===== src/logic/smb_pkg.sv =====
// package: register map, field positions, reset values and crc constants
package smb_pkg;
    // register offsets on the plain register port
    localparam logic [3:0] ADDR_CTRL = 4'h0;
    localparam logic [3:0] ADDR_BAUD = 4'h1;
    localparam logic [3:0] ADDR_STAT = 4'h2;
    localparam logic [3:0] ADDR_CRC  = 4'h3;
    // field positions
    localparam int CTRL_EN_BIT     = 0;
    localparam int STAT_CRCRDY_BIT = 0;
    localparam int STAT_BUSY_BIT   = 1;
    localparam int STAT_STALL_BIT  = 2;
    localparam int RATE_W          = 3;
    // reset values
    localparam logic       CTRL_EN_RESET = 1'b0;
    localparam logic [2:0] RATE_RESET    = 3'h0;
    localparam logic [7:0] CRC_INIT      = 8'h00;
    // crc polynomial x^8+x^2+x+1 without the x^8 term
    localparam logic [7:0] CRC_POLY      = 8'h07;
    // timing counts: bits per byte and smallest baud divisor
    localparam int          CRC_BITS      = 8;
    localparam logic [11:0] BAUD_BASE_DIV = 12'h014;
    localparam int          DIV_W         = 12;
endpackage


===== src/logic/smb_byte_if.sv =====
// interface: byte stream with valid and ready between buffer and crc engine
`timescale 1ns/1ps
interface smb_byte_if;
    logic       valid;
    logic       ready;
    logic [7:0] data;
    modport src (output valid, output data, input ready);
    modport snk (input valid, input data, output ready);
endinterface


===== src/logic/smb_fifo2.sv =====
// two-entry byte buffer between the shifter and the crc engine
`timescale 1ns/1ps
module smb_fifo2 (
    // clock and control
    input  wire logic       clk_sys,
    input  wire logic       rst_n,
    input  wire logic       clk_en,
    input  wire logic       flush,
    // filling side
    input  wire logic       inValid,
    input  wire logic [7:0] inData,
    output logic            inReady,
    // draining side
    smb_byte_if.src         out
);
    logic [7:0] mem [2];
    logic       wrIdx;
    logic       rdIdx;
    logic [1:0] count;
    logic       push;
    logic       pop;

    // honest full and empty
    assign inReady   = (count != 2'h2);
    assign out.valid = (count != 2'h0);
    assign out.data  = mem[rdIdx];
    assign push      = inValid && inReady;
    assign pop       = out.valid && out.ready;

    // storage, addressed by the write index
    always_ff @(posedge clk_sys) begin
        if (clk_en && push) begin
            mem[wrIdx] <= inData;
        end
    end

    // pointers and occupancy; flush drops held bytes on disable
    always_ff @(posedge clk_sys) begin
        if (!rst_n) begin
            wrIdx <= 1'b0;
            rdIdx <= 1'b0;
            count <= 2'h0;
        end else if (clk_en) begin
            if (flush) begin
                wrIdx <= 1'b0;
                rdIdx <= 1'b0;
                count <= 2'h0;
            end else begin
                if (push) wrIdx <= ~wrIdx;
                if (pop) rdIdx <= ~rdIdx;
                count <= count + {1'b0, push} - {1'b0, pop};
            end
        end
    end
endmodule


===== src/logic/smb_crc8.sv =====
// serial packet error code engine, one bit per enabled clock
`timescale 1ns/1ps
module smb_crc8 (
    // clock and control
    input  wire logic       clk_sys,
    input  wire logic       rst_n,
    input  wire logic       clk_en,
    input  wire logic       accClr,
    // byte stream in
    smb_byte_if.snk         in,
    // result
    output logic [7:0]      crc,
    output logic            byteStart,
    output logic            byteDone
);
    typedef enum logic {CRC_IDLE, CRC_SHIFT} smb_crc_state_t;
    smb_crc_state_t state;
    logic [7:0]     shReg;
    logic [2:0]     bitCnt;
    logic           fb;

    // the engine takes a byte only when idle, so the buffer fills behind it
    assign in.ready  = (state == CRC_IDLE);
    assign byteStart = in.valid && in.ready;
    assign fb        = crc[7] ^ shReg[7];

    always_ff @(posedge clk_sys) begin
        if (!rst_n) begin
            state    <= CRC_IDLE;
            crc      <= smb_pkg::CRC_INIT;
            shReg    <= 8'h00;
            bitCnt   <= 3'h0;
            byteDone <= 1'b0;
        end else if (clk_en) begin
            byteDone <= 1'b0;
            unique case (state)
                CRC_IDLE: begin
                    if (accClr) crc <= smb_pkg::CRC_INIT;
                    if (byteStart) begin
                        shReg  <= in.data;
                        bitCnt <= 3'h0;
                        state  <= CRC_SHIFT;
                    end
                end
                CRC_SHIFT: begin
                    crc    <= {crc[6:0], 1'b0} ^ (fb ? smb_pkg::CRC_POLY : 8'h00);
                    shReg  <= {shReg[6:0], 1'b0};
                    bitCnt <= bitCnt + 3'h1;
                    if (bitCnt == 3'(smb_pkg::CRC_BITS - 1)) begin
                        byteDone <= 1'b1;
                        state    <= CRC_IDLE;
                    end
                end
            endcase
        end
    end
endmodule


===== src/logic/smb_pec_top.sv =====
// packet error code, baud divider and arbitration recovery for the two-wire controller
// Summary of operation
// - while enabled with the ready flag set, the crc register shows the crc of the last byte.
// - each received or sent byte yields a crc byte that is loaded and then flags ready.
// - a processor read of the crc register clears the ready flag.
// - hardware clears the ready flag before the next crc byte is loaded; the flag stays set when the next byte starts in the cycle a crc byte loads.
// - rate codes 0 to 7 divide the bus clock by 20, 40, 80, 160, 320, 640, 1280 and 2560.
// - on lost arbitration as master both data and clock lines are released at once.
// - after lost arbitration busy stays set and the block stalls until a stop is seen.
// - clearing enable releases the bus and clears busy; setting it resumes operation.
// - send byte is start, address write, ack, command, ack, optional acked pec, stop.
// - receive byte is start, address read, ack, data, nak; with pec data acked, pec naked.
// - write byte or word sends command then one or two acked bytes, optional acked pec.
// - read byte or word writes command, repeated start read, last byte or pec naked.
// - process call writes command and a word, then reads a word low byte first.
// - block transfers carry command, count n and n bytes; reads end with a nak.
//
// The implementer's own choices: strobed register access and the address map.
`timescale 1ns/1ps
module smb_pec_top (
    // clock, reset, enable
    input  wire logic       clk_sys,
    input  wire logic       rst_n,
    input  wire logic       clk_en,
    // register port
    input  wire logic [3:0] regAddr,
    input  wire logic [7:0] regWdata,
    input  wire logic       regWr,
    input  wire logic       regRd,
    output logic [7:0]      regRdata,
    // bus pins, open drain
    input  wire logic       sdaIn,
    input  wire logic       sclIn,
    output logic            sdaOut,
    output logic            sdaOe,
    output logic            sclOut,
    output logic            sclOe,
    // shifter side
    input  wire logic       byteValid,
    input  wire logic [7:0] byteData,
    output logic            byteReady,
    input  wire logic       shSdaDrive,
    input  wire logic       shSclDrive,
    input  wire logic       isMaster,
    input  wire logic       arbLost,
    // status to the shifter
    output logic            baudTick,
    output logic            moduleEnable,
    output logic            busBusy,
    output logic            stalled
);
    logic [2:0]  rateCode;
    logic [7:0]  pecCrc;
    logic        crcReady;
    logic [7:0]  crcOut;
    logic        crcStart;
    logic        crcDone;
    logic [2:0]  sdaSync;
    logic [2:0]  sclSync;
    logic        sdaLvl;
    logic        sclLvl;
    logic        sdaPrev;
    logic        startSeen;
    logic        stopSeen;
    logic        rdCrc;
    logic [11:0] baudCnt;
    logic [11:0] baudDiv;
    logic [7:0]  next_rdata;

    smb_byte_if  crcIf ();

    // divisor is the base figure doubled once per rate code step
    function automatic logic [11:0] div_of(input logic [2:0] code);
        div_of = smb_pkg::BAUD_BASE_DIV << code;
    endfunction

    // --------------------------------------------------------------
    // pin synchronisers
    // --------------------------------------------------------------

    // three stages; stage 0 feeds stage 1 only
    always_ff @(posedge clk_sys) begin
        if (!rst_n) begin
            sdaSync <= 3'h7;
            sclSync <= 3'h7;
        end else if (clk_en) begin
            sdaSync <= {sdaSync[1:0], sdaIn};
            sclSync <= {sclSync[1:0], sclIn};
        end
    end

    // a level change counts once stages 1 and 2 agree
    always_ff @(posedge clk_sys) begin
        if (!rst_n) begin
            sdaLvl  <= 1'b1;
            sclLvl  <= 1'b1;
            sdaPrev <= 1'b1;
        end else if (clk_en) begin
            if (sdaSync[1] == sdaSync[2]) sdaLvl <= sdaSync[2];
            if (sclSync[1] == sclSync[2]) sclLvl <= sclSync[2];
            sdaPrev <= sdaLvl;
        end
    end

    // frame edges
    // start: data falls while clock high; stop: data rises while clock high
    assign startSeen = sclLvl && sdaPrev && !sdaLvl;
    assign stopSeen  = sclLvl && !sdaPrev && sdaLvl;

    // --------------------------------------------------------------
    // register writes
    // --------------------------------------------------------------

    // control register: enable bit
    always_ff @(posedge clk_sys) begin
        if (!rst_n) begin
            moduleEnable <= smb_pkg::CTRL_EN_RESET;
        end else if (clk_en && regWr && regAddr == smb_pkg::ADDR_CTRL) begin
            moduleEnable <= regWdata[smb_pkg::CTRL_EN_BIT];
        end
    end

    // baud divider select: only the rate field is stored
    always_ff @(posedge clk_sys) begin
        if (!rst_n) begin
            rateCode <= smb_pkg::RATE_RESET;
        end else if (clk_en && regWr && regAddr == smb_pkg::ADDR_BAUD) begin
            rateCode <= regWdata[smb_pkg::RATE_W-1:0];
        end
    end

    // --------------------------------------------------------------
    // baud divider
    // --------------------------------------------------------------

    assign baudDiv = div_of(rateCode);

    always_ff @(posedge clk_sys) begin
        if (!rst_n) begin
            baudCnt  <= 12'h000;
            baudTick <= 1'b0;
        end else if (clk_en) begin
            if (!moduleEnable || baudCnt >= baudDiv - 12'h001) begin
                baudCnt  <= 12'h000;
                baudTick <= moduleEnable;
            end else begin
                baudCnt  <= baudCnt + 12'h001;
                baudTick <= 1'b0;
            end
        end
    end

    // --------------------------------------------------------------
    // bus busy and arbitration stall
    // --------------------------------------------------------------

    always_ff @(posedge clk_sys) begin
        if (!rst_n) begin
            busBusy <= 1'b0;
        end else if (clk_en) begin
            if (!moduleEnable) busBusy <= 1'b0;
            else if (startSeen) busBusy <= 1'b1;
            else if (stopSeen) busBusy <= 1'b0;
        end
    end

    always_ff @(posedge clk_sys) begin
        if (!rst_n) begin
            stalled <= 1'b0;
        end else if (clk_en) begin
            if (!moduleEnable) stalled <= 1'b0;
            else if (arbLost && isMaster) stalled <= 1'b1;
            else if (stopSeen) stalled <= 1'b0;
        end
    end

    // release lines at once
    // gated combinationally so the release does not wait for a clock edge
    assign sdaOe  = shSdaDrive && moduleEnable && !stalled && !arbLost;
    assign sclOe  = shSclDrive && moduleEnable && !stalled && !arbLost;
    assign sdaOut = 1'b0;
    assign sclOut = 1'b0;

    // --------------------------------------------------------------
    // byte path: buffer then crc engine
    // --------------------------------------------------------------

    // every framed byte
    // stalled or disabled blocks take no bytes; disable also flushes
    smb_fifo2 u_fifo (
        .clk_sys (clk_sys),
        .rst_n   (rst_n),
        .clk_en  (clk_en),
        .flush   (!moduleEnable),
        .inValid (byteValid && moduleEnable && !stalled),
        .inData  (byteData),
        .inReady (byteReady),
        .out     (crcIf)
    );

    // accumulator restarts at a fresh start; a repeated start continues it
    smb_crc8 u_crc (
        .clk_sys   (clk_sys),
        .rst_n     (rst_n),
        .clk_en    (clk_en),
        .accClr    (startSeen && !busBusy),
        .in        (crcIf),
        .crc       (crcOut),
        .byteStart (crcStart),
        .byteDone  (crcDone)
    );

    always_ff @(posedge clk_sys) begin
        if (!rst_n) begin
            pecCrc <= smb_pkg::CRC_INIT;
        end else if (clk_en && crcDone) begin
            pecCrc <= crcOut;
        end
    end

    assign rdCrc = regRd && regAddr == smb_pkg::ADDR_CRC;

    // ready flag: a load in the same cycle as a read wins over the clear
    always_ff @(posedge clk_sys) begin
        if (!rst_n) begin
            crcReady <= 1'b0;
        end else if (clk_en) begin
            if (!moduleEnable) crcReady <= 1'b0;
            else if (crcDone) crcReady <= 1'b1;
            else if (rdCrc) crcReady <= 1'b0;
            else if (crcStart) crcReady <= 1'b0;
        end
    end

    // --------------------------------------------------------------
    // register reads, data valid one cycle after the strobe
    // --------------------------------------------------------------

    always_comb begin
        next_rdata = 8'h00;
        unique case (regAddr)
            smb_pkg::ADDR_CTRL: next_rdata[smb_pkg::CTRL_EN_BIT] = moduleEnable;
            smb_pkg::ADDR_BAUD: next_rdata[smb_pkg::RATE_W-1:0] = rateCode;
            smb_pkg::ADDR_STAT: begin
                next_rdata[smb_pkg::STAT_CRCRDY_BIT] = crcReady;
                next_rdata[smb_pkg::STAT_BUSY_BIT]   = busBusy;
                next_rdata[smb_pkg::STAT_STALL_BIT]  = stalled;
            end
            smb_pkg::ADDR_CRC:  next_rdata = moduleEnable ? pecCrc : 8'h00;
            default:            next_rdata = 8'h00;
        endcase
    end

    // read data holds only in the cycle after the strobe
    always_ff @(posedge clk_sys) begin
        if (!rst_n) begin
            regRdata <= 8'h00;
        end else if (clk_en) begin
            regRdata <= regRd ? next_rdata : 8'h00;
        end
    end

    // --------------------------------------------------------------
    // checks
    // --------------------------------------------------------------

    // helper: cycles since the divider last wrapped; a tick ends each span
    logic [11:0] sinceTick;
    always_ff @(posedge clk_sys) begin
        if (!rst_n || !clk_en || baudCnt == 12'h000) sinceTick <= 12'h000;
        else sinceTick <= sinceTick + 12'h001;
    end
endmodule


===== config.mk =====
export PLATFORM = sky130hd
export DESIGN_NAME = smb_pec_top
export DESIGN_NICKNAME = d
export VERILOG_FILES = /design/src/logic/smb_pkg.sv /design/src/logic/smb_byte_if.sv /design/src/logic/smb_fifo2.sv /design/src/logic/smb_crc8.sv /design/src/logic/smb_pec_top.sv
export SDC_FILE = /design/constraint.sdc
export NUM_CORES = 1
export LEC_CHECK = 0
export ABC_AREA = 1
export ABC_CLOCK_PERIOD_IN_PS = 3600
export BUFFER_PORTS_ARGS = -buffer_cell sky130_fd_sc_hd__buf_4
export CORE_UTILIZATION = 50
export DETAILED_ROUTE_END_ITERATION = 10
export PLACE_DENSITY = 0.68
export SLEW_MARGIN = 20
export SYNTH_ARGS = -nofsm -noshare
export SYNTH_HDL_FRONTEND = slang
export SYNTH_HIERARCHICAL = 1
export SYNTH_SLANG_ARGS = --single-unit

===== constraint.sdc =====
create_clock -name clk_sys -period 3.6 [get_ports clk_sys]
set_input_delay 0 -clock clk_sys [delete_from_list [all_inputs] [get_ports clk_sys]]
set_output_delay 0 -clock clk_sys [all_outputs]
set_load 0.01 [all_outputs]

# ---- Yosys cells after proc, flatten, opt, wreduce, memory -nomap -nowiden
# Memories as Yosys holds them, arrays and structs flattened. A register that Yosys moved wholly into a read port is not among the register bits.
# Cells that the tools add are included.
dict set report op_classes {
  order_cmp 1
  add_sub_neg 5
  bitwise 5
  reduce_logical 40
  n_eq_ne 14
  shifts 1
  muxes 37
}
# operator count
set op_table {}
lappend op_table {{two-way mux 8 bit} 4}
lappend op_table {{case mux 8 bit (2 select lines)} 2}
lappend op_table {{logical AND 1 bit} 22}
lappend op_table {{two-way mux 1 bit} 22}
lappend op_table {{AND reduction 2 bit} 9}
lappend op_table {{adder 12 x 1 -> 12 bit (second input constant)} 1}
lappend op_table {{>= comparator 12 bit} 1}
lappend op_table {{two-way mux 12 bit} 1}
lappend op_table {{left shift 5 x 3 -> 12 bit (first input constant)} 1}
lappend op_table {{subtractor 12 x 1 -> 12 bit (second input constant)} 1}
lappend op_table {{== test 4 x 2 -> 1 bit (second input constant)} 2}
lappend op_table {{XOR 8 bit} 1}
lappend op_table {{logical NOT 1 bit} 6}
lappend op_table {{two-way mux 3 bit} 2}
lappend op_table {{inequality test 2 bit (second input constant)} 3}
lappend op_table {{inequality test 3 x 1 -> 1 bit (second input constant)} 2}
lappend op_table {{case mux 2 bit (3 select lines)} 1}
lappend op_table {{case mux 3 bit (2 select lines)} 1}
lappend op_table {{two-way mux 5 bit} 1}
lappend op_table {{== test 4 x 1 -> 1 bit (second input constant)} 1}
lappend op_table {{logical NOT 4 bit} 1}
lappend op_table {{inequality test 2 x 1 -> 1 bit (second input constant)} 2}
lappend op_table {{inequality test 4 x 1 -> 1 bit (second input constant)} 1}
lappend op_table {{case mux 1 bit (4 select lines)} 1}
lappend op_table {{11 further kinds} 14}
dict set report totals {
  register_bits 70
  elab_cells 126
  n_memories 1
  out_inout_bits 17
  mem_bits_rw 16
  in_bits 32
}
# name words word_bits rd rd_ports_with_merged_regs write_ports line_no
set mem_list {}
lappend mem_list {u_fifo.mem 2 8 1 1 1 smb_fifo2.sv:16} ;# logic [7:0] mem [2];

# ---- Longest topological paths before layout
dict set report depth {
  word_depth 6
  depth_mapped 18
  ltp_nobuf 17
}

# ---- By module
# The synthesis kept the hierarchy.
# module cells_per_inst seq_area_each_um2 n_inst area_each_um2
set by_module_without_submodules {}
lappend by_module_without_submodules {smb_pec_top 337 900.9 1 2394.8}
lappend by_module_without_submodules {smb_crc8 117 420.4 1 903.4}
lappend by_module_without_submodules {smb_fifo2 71 580.6 1 903.4}

# ---- Worst setup path after synthesis
# OpenSTA, ideal clock, no wires.
dict set report synth_timing {
  kind {register -> register}
  from {register rateCode[0]}
  to {register baudCnt[11]}
  path_stages_with_launch 18
  t_required_ns 3.479
  period_less_slack_ns 2.158
  n_path_buf 1
  path_slack_ns 1.442
  t_arrival_ns 2.037
  setup_ns 0.121
  cell_sequence {dfxtp_1 > clkbuf_1 > nor2_1 > inv_1 > nor2_1 > inv_1 > ha_1 > inv_1 > o21ai_0 > nand3_1 > ha_1 > nand2_1 > nor2_1 > nand2_1 > nand4_1 > nand2_1 > nand2_1 > nor2_1}
}
dict set report synth_via {
  elab_chain_len 5
}
# item line_no
set synth_lines {}
lappend synth_lines {{from (decl)} smb_pec_top.sv:52} ;# logic [2:0] rateCode;
lappend synth_lines {{from (signal assigned)} smb_pec_top.sv:126} ;# rateCode <= smb_pkg::RATE_RESET;
lappend synth_lines {{from (signal assigned)} smb_pec_top.sv:128} ;# rateCode <= regWdata[smb_pkg::RATE_W-1:0];
lappend synth_lines {{left shift 5 x 3 -> 12 bit} smb_pec_top.sv:74} ;# div_of = smb_pkg::BAUD_BASE_DIV << code;
lappend synth_lines {{subtractor 12 x 1 -> 12 bit} smb_pec_top.sv:143} ;# if (!moduleEnable || baudCnt >= baudDiv - 12'h001) begin
lappend synth_lines {{>= comparator 12 bit} smb_pec_top.sv:143}
lappend synth_lines {{logical OR 1 bit} smb_pec_top.sv:143}
lappend synth_lines {{two-way mux 12 bit} smb_pec_top.sv:143}
lappend synth_lines {{to (signal assigned)} smb_pec_top.sv:147} ;# baudCnt <= baudCnt + 12'h001;
lappend synth_lines {{to (decl)} smb_pec_top.sv:66} ;# logic [11:0] baudCnt;
# Every way passes these cells.
# A chain may end at the register's enable or synchronous reset.

# ---- Final worst setup path
dict set report layout_timing {
  from {register rateCode[2]}
  to {register baudCnt[2]}
}
# Same word-level chain as after synthesis.

==> out/qor.csv <==
stage,metric,value,unit
run_status,status,"complete, no violations",
pwr,p_sw,0.0004237,W
finish,syn2layout_area_growth,16.91,%
placed_design,io_buffers,41,
global_routing,grt_start_max_net_pins,37,
logic_synthesis,synth_cell_types,46,
pwr,internal_power,0.001368,W
route,detail_route.iter0.violations,126,
clock_tree,postCtsHoldBufs,20,
clock_tree,cts_setup_buffers,0,
logic_synthesis,synthCells,525,
clock_tree,htree_levels,3,
timing,slew_headroom,52.79,%
timing,tightest_slew,705.5,ps
route,first_pass_iters,4,
route,drt_wl_total,8771,um
global_routing,antenna_found_initial,0,
clock_tree,clk_latency,370,ps
clock_tree,cts_buffers,9,
pwr,total_power,0.001792,W
timing,fmax,406.6,MHz
global_routing,grt_pass1_wl,14290,um
logic_synthesis,synth_area,0.004202,mm^2
die,rows,33,
finish,multi_input_area,0.001991,mm^2
finish,drive_gt1_share,16.44,%
clock_tree,cts.clk_slew.worst_paths,90,ps
worst_setup_path,rr_worst_depth,16,
pwr,p_comb_share,6.0,%
die,die_h,93.67,um
placed_design,dp_hpwl,6229,um
pwr,p_sw_share,23.64,%
global_routing,grt_overflow,0,
route,via_count,3548,
timing,hold_viol_final,0,
logic_synthesis,ys_seq_area_share,45.27,%
pwr,pwr-share-clk,37.7,%
pwr,peakVddDrop,0.2888,mV
timing,period_minus_slack,2460,ps
timing,rsz0062_at_grt,false,
die,dieWidth,93.67,um
route,wl_per_cell,12.73,um
logic_synthesis,synth-seq-cells,87,
clock_tree,cts_root_buf,clkbuf_8,
worst_setup_path,crit_path_start_kind,flip-flop,
worst_setup_path,crit_fanout,9,
route,ant_nets,0,
clock_tree,cts_tree,done,
pwr,pwr_density_cell,364.8,mW/mm^2
timing,min_period_over_period,68.32,%
timing,slew_viol_final,0,
run,drv_cap,0,
clock_tree,clock_sinks,87,
worst_setup_path,worst_ep_required_time,3850,ps
placed_design,place.gp.congestion,0.8288,
placed_design,placedCellCount,653,
global_routing,grt_use_total,20.94,%
route,drc,0,
finish,regArea,0.001902,mm^2
die,core-area,0.008175,mm^2
die,die_area,0.008774,mm^2
clock_tree,clk_path_buf_depth,2,
pwr,pwr-share-seq,56.2,%
timing,setup_viol,0,
worst_setup_path,end_kind,flip-flop,
route,vias_per_cell,5.149,
finish,nets,627,
finish,final_cells,689,
min_path,hold_depth,2,
pwr,p_leak,1.968,nW
finish,fillerInstances,749,
timing,skew,9.817,ps
finish,final_util,60.09,%
global_routing,grt_pass1_vias,3226,
worst_setup_path,criticalPathCategory,flip-flop to flip-flop,
logic_synthesis,yosysWarnings,6,
die,initial_utilization,51.39,%
min_path,hold_class,input pin to flip-flop,
logic_synthesis,post_synth.cell_area_avg,8.003,um^2
worst_setup_path,cp.arrival,2710,ps
die,io_pins,49,
finish,diodes,0,
timing,tns,0,ps
clock_tree,cts_resized,0,
## power groups by stage
stage	Clock [W]	Combinational, W	Sequential, W
2_1_floorplan	0	0.0000578	0.00103
3_3_place_gp	0	0.0000926	0.00103
3_5_place_dp	0	0.0000944	0.00103
4_1_cts	0.000694	0.000108	0.00101
5_1_grt	0.000732	0.000120	0.00101
6_report	0.000676	0.000108	0.00101
## final cells by class
cell class	count	share of cell area (%)
Timing Repair Buffer	61	10.34
Tap cell	105	2.674
Inverter	49	3.744
Multi-Input combinational cell	371	40.52
Clock inverter	7	1.477
Sequential cell	87	38.72
Clock buffer	9	2.522
## metrics by stage
| stage | area (um^2) | setup slack, ps | hold WS, ps |
|---|---|---|---|
| 2_1_floorplan | 4205 | 1442 | 50.30 |
| 3_3_place_gp | 4516 | 1237 | 185.4 |
| 3_5_place_dp | 4516 | 1153 | 188.0 |
| 4_1_cts | 4912 | 1153 | 0.2108 |
| 5_1_grt | 4912 | 859.6 | 16.06 |
| 6_report | 4912 | 1140 | 0.7118 |
## critical path, stage by stage (launching register included)
cell and delay (ps):
dfxtp_1 480, nor2_1 110, inv_1 80, nor2_1 50
inv_1 60, ha_1 160, inv_1 60, o21ai_0 150
nand3_1 90, ha_1 280, nand2_1 50, nor2_1 180
nand2_1 100, nand4_1 90, nand2_1 50, nand2_1 280
nor2_1 70
## routing by layer
metal / global-route usage, % / share of wire (%) / wire length, um / vias to the layer above
li1: - / - / - / 1837
met1: 25.73 / 47 / 4110 / 1632
met2: 35.85 / 47 / 4148 / 64
met3: 4.045 / 3.7 / 322 / 15
met4: 8.718 / 2.2 / 189 / 0
met5: 0 / 0 / 0 / -
## synth_stat cells (all sizes together)
library cell	count	area, um^2
dfxtp	71	1421
nand4	5	31.28
nand3	41	235.2
a31oi	7	43.79
nand3b	3	22.52
o21bai	3	26.27
o21a	1	7.510
edfxtp	16	480.5
or2	2	12.52
inv	47	176.4
clkbuf	8	40.04
xnor2	1	8.760
clkinv	2	7.510
conb	1	3.750
nor4b	1	8.760
o211ai	2	15.01
nor3	6	51.30
o21ai	35	182.7
a21o	1	7.510
mux2	8	90.09
a21oi	44	227.7
nand2	135	541.8
nor2	51	201.5
ha	16	200.2
xor2	4	35.03
buf	11	88.83
nor3b	3	33.78
## registers in the layout, summed over array words and instances, names as in the netlist, 2 cells and up, named ones only
signal        count
sdaSync           3
u_fifo/mem       16
baudCnt          12
rateCode          3
regRdata          8
u_fifo/count      2
pecCrc            8
u_crc/crc         8
sclSync           3
u_crc/shReg       8
u_crc/bitCnt      3
## cells by family (layout without fill, tap and decap cells)
kind of cell	count (synthesis)	after routing	synth area share, %
AO/OA/AOI/OAI	93	93	12.15
XOR/XNOR	5	5	1.042
adder cells (fa/ha/maj)	16	16	4.765
buffers and inverters	68	126	7.445
flip-flops	87	87	45.26
multiplexers	8	8	2.144
other	1	2	0.08925
AND/OR/NAND/NOR	247	247	27.10
## layout by cell type (no fill, tap or decap), drive strengths merged
| cell | synthesis | layout |
|---|---|---|
| a21o | 1 | 1 |
| nand2 | 135 | 135 |
| nor4b | 1 | 1 |
| clkinv | 2 | 5 |
| nand3b | 3 | 3 |
| xor2 | 4 | 4 |
| xnor2 | 1 | 1 |
| nor2 | 51 | 51 |
| nor3 | 6 | 6 |
| a31oi | 7 | 7 |
| inv | 47 | 48 |
| ha | 16 | 16 |
| conb | 1 | 2 |
| o211ai | 2 | 2 |
| dlygate4sd3 | 0 | 20 |
| o21a | 1 | 1 |
| or2 | 2 | 2 |
| edfxtp | 16 | 16 |
| clkbuf | 8 | 9 |
| o21bai | 3 | 3 |
| clkinvlp | 0 | 2 |
| mux2 | 8 | 8 |
| dfxtp | 71 | 71 |
| buf | 11 | 41 |
| a21oi | 44 | 44 |
| nor3b | 3 | 3 |
| nand4 | 5 | 5 |
| bufinv | 0 | 1 |
| o21ai | 35 | 35 |
| nand3 | 41 | 41 |
## worst paths after layout
check                     to   startpoint  slack, ps
setup reg to reg  baudCnt[2]  rateCode[2]       1140
setup / recovery  baudCnt[2]  rateCode[2]       1140
hold reg to reg   sclSync[1]   sclSync[1]        460
hold / removal    sclSync[1]        rst_n        0.7
Power figures use the tool's default switching activity.
